File: src/core/spo_regs.svh
// constants for the serial flash power-on state block
// Overview of operation
// data out undriven until an instruction runs
// instruction starts only after a select fall
// select fall samples clock idle: high mode3
// commands ignored while power-on hold is active
// host waits 70 us before first read
// host waits 3 ms before program/erase
// after delay: standby if select high, else active
// power-good input starts waits, loss forces hold
`ifndef SPO_REGS_SVH
`define SPO_REGS_SVH
`define SPO_CLK_MHZ 100
`define SPO_READ_WAIT_US 70
`define SPO_WRITE_WAIT_MS 3
`define SPO_READ_WAIT_CYC (`SPO_READ_WAIT_US * `SPO_CLK_MHZ)
`define SPO_WRITE_WAIT_CYC (`SPO_WRITE_WAIT_MS * 1000 * `SPO_CLK_MHZ)
`define SPO_CNT_W 20
`endif

File: src/core/spo_pkg.sv
// types for the serial flash power-on state block
package spo_pkg;
  typedef enum logic [1:0] {
    SPO_HOLD,
    SPO_WAIT,
    SPO_STANDBY,
    SPO_ACTIVE
  } spo_state_e;
  typedef logic [19:0] spo_cnt_t;
endpackage

File: src/core/spo_sync.sv
// two flip-flop synchroniser for one pin level
`timescale 1ns/1ps
module spo_sync (
  input  wire logic clk_i,     // block clock
  input  wire logic reset_n_i, // async reset, active low
  input  wire logic d_i,       // asynchronous level
  output logic      q_o        // synchronised level
);
  logic meta_q;
  logic meta_d;
  logic q_d;
  // next values: first stage read only by the second
  always_comb begin
    meta_d = d_i;
    q_d    = meta_q;
  end
  // register both stages
  always_ff @(posedge clk_i or negedge reset_n_i) begin
    if (!reset_n_i) begin
      meta_q <= 1'b0;
      q_o    <= 1'b0;
    end else begin
      meta_q <= meta_d;
      q_o    <= q_d;
    end
  end
endmodule

File: src/core/spo_power_state.sv
// power-on state and spi entry logic of the serial flash port
`timescale 1ns/1ps
`include "spo_regs.svh"
module spo_power_state
  import spo_pkg::*;
#(
  parameter int unsigned READ_WAIT_CYC  = `SPO_READ_WAIT_CYC,
  parameter int unsigned WRITE_WAIT_CYC = `SPO_WRITE_WAIT_CYC
) (
  input  wire logic clk_i,            // 100 MHz clock
  input  wire logic reset_n_i,        // async reset, active low
  input  wire logic power_good_i,     // supply valid level (pin)
  input  wire logic select_bar_i,     // chip select, active low (pin)
  input  wire logic sck_i,            // serial clock (pin)
  input  wire logic so_data_i,        // data from core for output
  input  wire logic instr_busy_i,     // core reports instruction running
  output logic      so_o,             // serial data out value
  output logic      so_oe_o,          // serial data out enable
  output logic      mode3_o,          // 1: mode 3, 0: mode 0
  output logic      instr_start_o,    // pulse: instruction may begin
  output logic      in_frame_o,       // accepted frame in progress
  output logic      hold_o,           // power-on hold active
  output logic      read_ok_o,        // read wait elapsed
  output logic      write_ok_o,       // program/erase wait elapsed
  output logic      standby_o,        // standby state
  output logic      active_o          // active state
);
  logic pg_s;
  logic sel_s;
  logic sck_s;
  // synchronise pins
  spo_sync u_pg (.clk_i(clk_i), .reset_n_i(reset_n_i),
                 .d_i(power_good_i), .q_o(pg_s));
  spo_sync u_sel (.clk_i(clk_i), .reset_n_i(reset_n_i),
                  .d_i(select_bar_i), .q_o(sel_s));
  spo_sync u_sck (.clk_i(clk_i), .reset_n_i(reset_n_i),
                  .d_i(sck_i), .q_o(sck_s));

  spo_state_e state_q, state_d;
  spo_cnt_t   cnt_q, cnt_d;
  logic       sel_prev_q, sel_prev_d;
  logic       hold_d, stby_d, act_d;
  logic       armed_q, armed_d;
  logic       mode3_d, start_d, frame_d, so_d, oe_d;
  logic       rok_d, wok_d;
  logic       sel_fall;

  assign sel_fall = sel_prev_q & ~sel_s;

  // state, counter and frame tracking
  always_comb begin
    state_d    = state_q;
    cnt_d      = cnt_q;
    sel_prev_d = sel_s;
    armed_d    = armed_q;
    mode3_d    = mode3_o;
    start_d    = 1'b0;
    frame_d    = in_frame_o;
    rok_d      = read_ok_o;
    wok_d      = write_ok_o;
    if (!pg_s) begin
      state_d = SPO_HOLD;
      cnt_d   = '0;
      armed_d = 1'b0;
      frame_d = 1'b0;
      rok_d   = 1'b0;
      wok_d   = 1'b0;
    end else begin
      unique case (state_q)
        SPO_HOLD: begin
          state_d = SPO_WAIT;
          cnt_d   = '0;
        end
        SPO_WAIT: begin
          cnt_d = cnt_q + 20'h00001;
          if (32'(cnt_q) + 1 >= READ_WAIT_CYC)
            rok_d = 1'b1;
          if (32'(cnt_q) + 1 >= WRITE_WAIT_CYC) begin
            wok_d   = 1'b1;
            state_d = sel_s ? SPO_STANDBY : SPO_ACTIVE;
          end
        end
        SPO_STANDBY: if (!sel_s) state_d = SPO_ACTIVE;
        SPO_ACTIVE:  if (sel_s) state_d = SPO_STANDBY;
      endcase
      // a frame needs select high seen first, then a fall
      if (sel_s) begin
        armed_d = 1'b1;
        frame_d = 1'b0;
      end
      if (sel_fall && armed_q && state_q != SPO_HOLD) begin
        mode3_d = sck_s;
        start_d = 1'b1;
        frame_d = 1'b1;
      end
    end
    so_d = so_data_i;
    oe_d = frame_d & instr_busy_i & ~sel_s;
    if (state_q == SPO_HOLD)
      oe_d = 1'b0;
    hold_d = (state_d == SPO_HOLD);
    stby_d = (state_d == SPO_STANDBY);
    act_d  = (state_d == SPO_ACTIVE);
  end

  // register everything; all outputs come from flops
  always_ff @(posedge clk_i or negedge reset_n_i) begin
    if (!reset_n_i) begin
      state_q       <= SPO_HOLD;
      cnt_q         <= '0;
      sel_prev_q    <= 1'b0;
      armed_q       <= 1'b0;
      mode3_o       <= 1'b0;
      instr_start_o <= 1'b0;
      in_frame_o    <= 1'b0;
      so_o          <= 1'b0;
      so_oe_o       <= 1'b0;
      read_ok_o     <= 1'b0;
      write_ok_o    <= 1'b0;
      hold_o        <= 1'b1;
      standby_o     <= 1'b0;
      active_o      <= 1'b0;
    end else begin
      state_q       <= state_d;
      cnt_q         <= cnt_d;
      sel_prev_q    <= sel_prev_d;
      armed_q       <= armed_d;
      mode3_o       <= mode3_d;
      instr_start_o <= start_d;
      in_frame_o    <= frame_d;
      so_o          <= so_d;
      so_oe_o       <= oe_d;
      read_ok_o     <= rok_d;
      write_ok_o    <= wok_d;
      hold_o        <= hold_d;
      standby_o     <= stby_d;
      active_o      <= act_d;
    end
  end
endmodule

File: config.mk
export PLATFORM = sky130hd
export DESIGN_NAME = spo_power_state
export DESIGN_NICKNAME = d
export VERILOG_FILES = /design/src/core/spo_pkg.sv /design/src/core/spo_sync.sv /design/src/core/spo_power_state.sv
export VERILOG_INCLUDE_DIRS = /design/src /design/src/core
export SDC_FILE = /design/constraint.sdc
export NUM_CORES = 1
export LEC_CHECK = 0
export ABC_AREA = 0
export BUFFER_PORTS_ARGS = -buffer_cell sky130_fd_sc_hd__buf_2
export CAP_MARGIN = 0
export CORE_ASPECT_RATIO = 1.1
export CORE_UTILIZATION = 59
export CTS_BUF_LIST = sky130_fd_sc_hd__clkbuf_16
export DETAILED_ROUTE_END_ITERATION = 7
export GPL_ROUTABILITY_DRIVEN = 0
export GPL_TIMING_DRIVEN = 0
export PLACE_DENSITY_LB_ADDON = 0.2
export SYNTH_ARGS = -nofsm -noshare
export SYNTH_HDL_FRONTEND = slang
export SYNTH_SLANG_ARGS = --single-unit
File: constraint.sdc
create_clock -name clk_i -period 3 [get_ports clk_i]
set_input_delay 0.3 -clock clk_i [delete_from_list [all_inputs] [get_ports clk_i]]
set_output_delay 0.3 -clock clk_i [all_outputs]
set_load 0.02 [all_outputs]
* Word-level counts from Yosys, hierarchy flattened *
Cells that the tools add are included.

storage, ports and cells
  register bits = 40
  input port bits = 7
  output and inout bits = 10
  logic and storage cells = 68

cells by class
  add/sub/neg operators = 2
  order comparisons = 2
  eq/ne operators = 10
  muxes and demuxes = 22
  bitwise operators = 4
  reduce and logical (&&, ||, !) cells = 8

operators by type and width
  cell                     count
  $pmux W20 S2             1
  $ge A32 B13 Y1 const B   1
  $add A20 B1 Y21 const B  1
  $ge A21 B19 Y1 const B   1
  $add A20 B1 Y20 const B  1
  $mux W20                 1
  $mux W1                  15
  $eq A2 B2 Y1 const B     4
  $mux W2                  4
  $pmux W2 S4              1
  $ne A2 B2 Y1 const B     3
  $reduce_and A2 Y1        3
  $logic_not A2 Y1         2
  $and A1 B1 Y1            3
  $ne A3 B3 Y1 const B     1
  $eq A2 B1 Y1 const B     1
  $logic_and A1 B1 Y1      2
  $ne A2 B1 Y1 const B     1
  $reduce_bool A2 Y1       1
  $not A1 Y1               1

* Longest topological paths before layout *
  depth in word-level cells = 9
  depth in mapped cells = 10

* By module *
A second synthesis with hierarchy kept.

second synthesis, totals
  cells, all modules = 242
  area total of the unflattened synthesis = 2200.9 um^2

modules (own cells, without submodules)
  module           times used  cells an instance  area an instance (um^2)
  spo_power_state  1           236                2050.7
  spo_sync         3           2                  50.0

* Least setup slack after synthesis *
OpenSTA, ideal clock, no wires.

  path type = register -> register
  from = reg cnt_q[1]
  to = reg standby_o
  data arrival time = 2159 ps
  slack = 721 ps
  cell stages (with the launch flop) = 11
  cells stage by stage = dfrtp_1 ha_1 buf_6 and3_1 buf_2 a32oi_2 o22ai_1 a311o_1 a211oi_2 o21ai_2 and3_1

between the ends
  longest elaborated chain between the ends = 6

ends and longest elaborated chain
  what                    RTL line                text
  from (decl)             spo_power_state.sv:40   spo_cnt_t cnt_q, cnt_d;
  from (signal assigned)  spo_power_state.sv:125  cnt_q <= cnt_d;
  $add A20 B1 Y21         spo_power_state.sv:78   if (32'(cnt_q) + 1 >= WRITE_WAIT_CYC) begin
  $ge A21 B19 Y1          spo_power_state.sv:78
  $mux W2                 spo_power_state.sv:78
  $pmux W2 S4             spo_power_state.sv:69   unique case (state_q)
  $mux W2                 spo_power_state.sv:61   if (!pg_s) begin
  $eq A2 B2 Y1            spo_power_state.sv:102  stby_d = (state_d == SPO_STANDBY);
  net stby_d              spo_power_state.sv:42   logic hold_d, stby_d, act_d;
  to (signal assigned)    spo_power_state.sv:136  standby_o <= stby_d;
  to (decl)               spo_power_state.sv:25   output logic standby_o,

The timed path passes the listed nets, and every way through them passes these cells.
A chain may end at the register's enable or synchronous reset.

* Final worst setup path *
Same ends and word-level chain as after synthesis.

==> summary.md <==
| Metric | Value |
|---|---|
| Vias in the first global route | `1,719` |
| Sequential fraction of the synthesis area | `46.81%` |
| Max-slew violation count | `0` |
| Syn avg cell area | `9.557 sq um` |
| Post-Syn Area | `2141 sq um` |
| DP Cell Count | `288` |
| Syn Inst Count | `224` |
| First drt pass iteration count | `4` |
| Count leader, synth | `dfrtp_1` |
| CTS Buffer Depth | `2` |
| Routed vias | `1,823` |
| Initial antenna violation count | `0` |
| Clock root buffer | `clkbuf_16` |
| Via density | `6.159` |
| Setup violations, final | `0` |
| Yosys top cell area share | `45.59%` |
| Core Box Area | `3413 sq um` |
| Crit path max-delay family | `compound AO/OA/AOI/OAI gates` |
| Async SR Flop Fraction | `100.0%` |
| Ant diodes | `0` |
| Slowest stage cell, crit path | `dfrtp_1` |
| Synth Flop Type | `dfrtp_1` |
| Regs by FF count | `cnt_q x20, state_q x2` |
| Antenna Nets Post-Route | `0` |
| Routed len/inst | `15.57 um` |
| Post-CTS Resized | `0` |
| Hold Fails Final Rpt | `0` |
| Congestion Overflow GR | `0` |
| WS Path Type | `register to register` |
| Reg clk slew, reported paths | `0.06 ns` |
| Gr usage total | `27.95%` |
| Largest net degree at the start of global routing | `41` |
| CP Capture Type | `register` |
| Status | `finished clean` |
| Post-place setup slack | `0.4553 ns` |
| I/O Pins | `17` |
| Die W | `59.44 um` |
| CP Data Required Time | `3.17 ns` |
| DIE HEIGHT | `65.18 um` |
| WL final | `4.608 mm` |
| Post-synth EDFFs | `0` |
| Clock Skews | `0.006048 ns` |
| Area of the die | `3874 sq um` |
| DP Wirelength | `3.185 mm` |
| H-tree lvl count | `2` |
| Pwr/cell area | `497.8 nW/um^2` |
| Max reg flops | `20` |
| Non-filler cells, final | `296` |
| Crit path arrival time | `2.78 ns` |
| Initial DRC count | `145` |
| Yosys warning count | `0` |
| VDD IR max | `0.0003691 V` |
| LEAKAGE | `1.081 nW` |
| Largest area contributor in the netlist | `dfrtp_1` |
| Number of setup buffers added after CTS | `0` |
| Final setup margin | `0.3942 ns` |
| Post-synth top cells | `39 x dfrtp_1, 28 x o21ai_0, 20 x nand2_1` |
| Pwr Total | `0.001221 W` |
| Hold Path Class | `input pin to async pin` |
| Max stage delay on crit path | `0.49 ns` |
| First-pass GRT wire length | `8.024 mm` |
| Synth cell types | `52` |
| RSZ-0062 raised after global routing | `false` |
| Crit path max fanout | `9` |
| Worst-Skew Late Latency | `0.29 ns` |
| Crit-path cells | `ha_1 -> buf_6 -> nand3_1 -> nor3_1 -> xor2_1 -> a311o_1 -> a211oi_2 -> o21ai_2 -> and3_1` |
| Final period util | `86.86%` |
| Ranking of synthesized cells by area | `dfrtp_1 46%, o21ai_0 6.5%, nand2_1 3.5%, a21oi_1 3.0%, nor2_1 2.6%` |
| Min Tclk post-route | `2.606 ns` |
| Worst slew margin | `43.08%` |
| FMAX | `383.8 MHz` |
| # rows | `22` |
| Number of synthesized register bits | `40` |
| Synthesis-to-layout area growth | `14.55%` |
| Setup TNS | `0 ns` |
| Top reg by flops | `cnt_q` |
| Port buffer count | `16` |
| Slew @ Worst Pin | `0.8538 ns` |
| Fin nets | `255` |
| Hold WS | `0.1194 ns` |
| Layout cell share with drive strength beyond 1 | `19.35%` |
| Critical path launch point type | `register` |
| Cts hold-fix bufs | `0` |
| CTS sink cnt | `40` |
| Initial core utilization | `62.72%` |
| Remaining DRCs | `0` |
| CTS tree | `yes` |
| Syn Nets | `232` |
| Max_cap viols | `0` |
| Worst path bufs/invs | `1` |
| CTS buffer count | `5` |
layout by cell type, fill, tap and decap left out, types with 2 or more instances in the layout:
cell type / n
dfrtp_1: 39
o21ai_0: 28
buf_2: 21
nand2_1: 20
nor2_1: 15
a21oi_1: 13
nand3_1: 9
nand4_1: 7
clkbuf_1: 6
a31oi_1: 6
nor3_1: 6
clkbuf_16: 5
xnor2_1: 4
a22o_1: 4
buf_6: 3
and3_1: 3
o22ai_1: 3
xor2_1: 3
inv_1: 3
and2_1: 3
a21o_1: 3
buf_4: 2
nand4_2: 2
and4b_1: 2
nand3_2: 2
and4_1: 2
mux2_2: 2
nand3b_1: 2
o31ai_1: 2
o41ai_1: 2
power breakdown:
part / total, W / leakage [nW] / internal (W) / switching (W)
clock: 0.000607 / 0.0804 / 0.000395 / 0.000213
combinational: 0.0000533 / 0.470 / 0.0000165 / 0.0000368
sequential: 0.000560 / 0.531 / 0.000553 / 0.00000768
worst reg2reg max path, stage by stage (launching register included):
cell	delay, ns
dfrtp_1	0.49
ha_1	0.22
buf_6	0.13
nand3_1	0.27
nor3_1	0.28
xor2_1	0.15
a311o_1	0.37
a211oi_2	0.27
o21ai_2	0.12
and3_1	0.19
final timing paths:
kind	start	to	slack [ns]	cells after the start
max in group asynchronous	reset_n_i	read_ok_o$_DFFE_PN0P_	2.35	1
max	cnt_q[1]$_DFFE_PN0P_	standby_o$_DFF_PN0_	0.39	9
min reg2reg	u_sel.meta_q$_DFF_PN0_	u_sel.q_o$_DFF_PN0_	0.35	0
max reg2reg	cnt_q[1]$_DFFE_PN0P_	standby_o$_DFF_PN0_	0.39	9
min	reset_n_i	state_q[0]$_DFF_PN0_	0.12	1
min in group clk_i	sck_i	u_sck.meta_q$_DFF_PN0_	0.12	1
stage by stage:
step           utilization [%]  area, sq um
6_report                 71.85         2452
5_1_grt                  71.85         2452
4_1_cts                  71.85         2452
3_5_place_dp             66.83         2281
3_3_place_gp             66.83         2281
2_1_floorplan                -         2141
cell families (layout without fill, tap and decap cells):
kind of cell | after synthesis | in the layout | share of synthesized area, %
buffers and inverters | 20 | 44 | 5.259
DFF | 40 | 40 | 46.82
adders and majority gates | 1 | 1 | 0.5844
AOI/OAI and AO/OA | 72 | 72 | 21.22
and+or+nand+nor | 82 | 82 | 22.21
xor gates and xnor gates | 7 | 7 | 2.864
muxes | 2 | 2 | 1.052
layer usage:
layer	GRT usage (%)	vias up	wire, um
met1	39.44	874	2113
li1	-	875	-
met2	42.84	66	2126
met5	0	-	0
met4	9.524	0	78
met3	5.709	8	289
area by class of cell:
type                            instances  area (sq um)
Buffer                                 17         101.3
Clock buffer                            5         125.1
Clock inverter                          3         46.29
Fill cell                             300         960.9
Inverter                                3         11.26
Multi-Input combinational cell        164          1026
Sequential cell                        40          1002
Tap cell                               48         60.06
Timing Repair Buffer                   16         80.08
(Power assumes the default switching activity.)
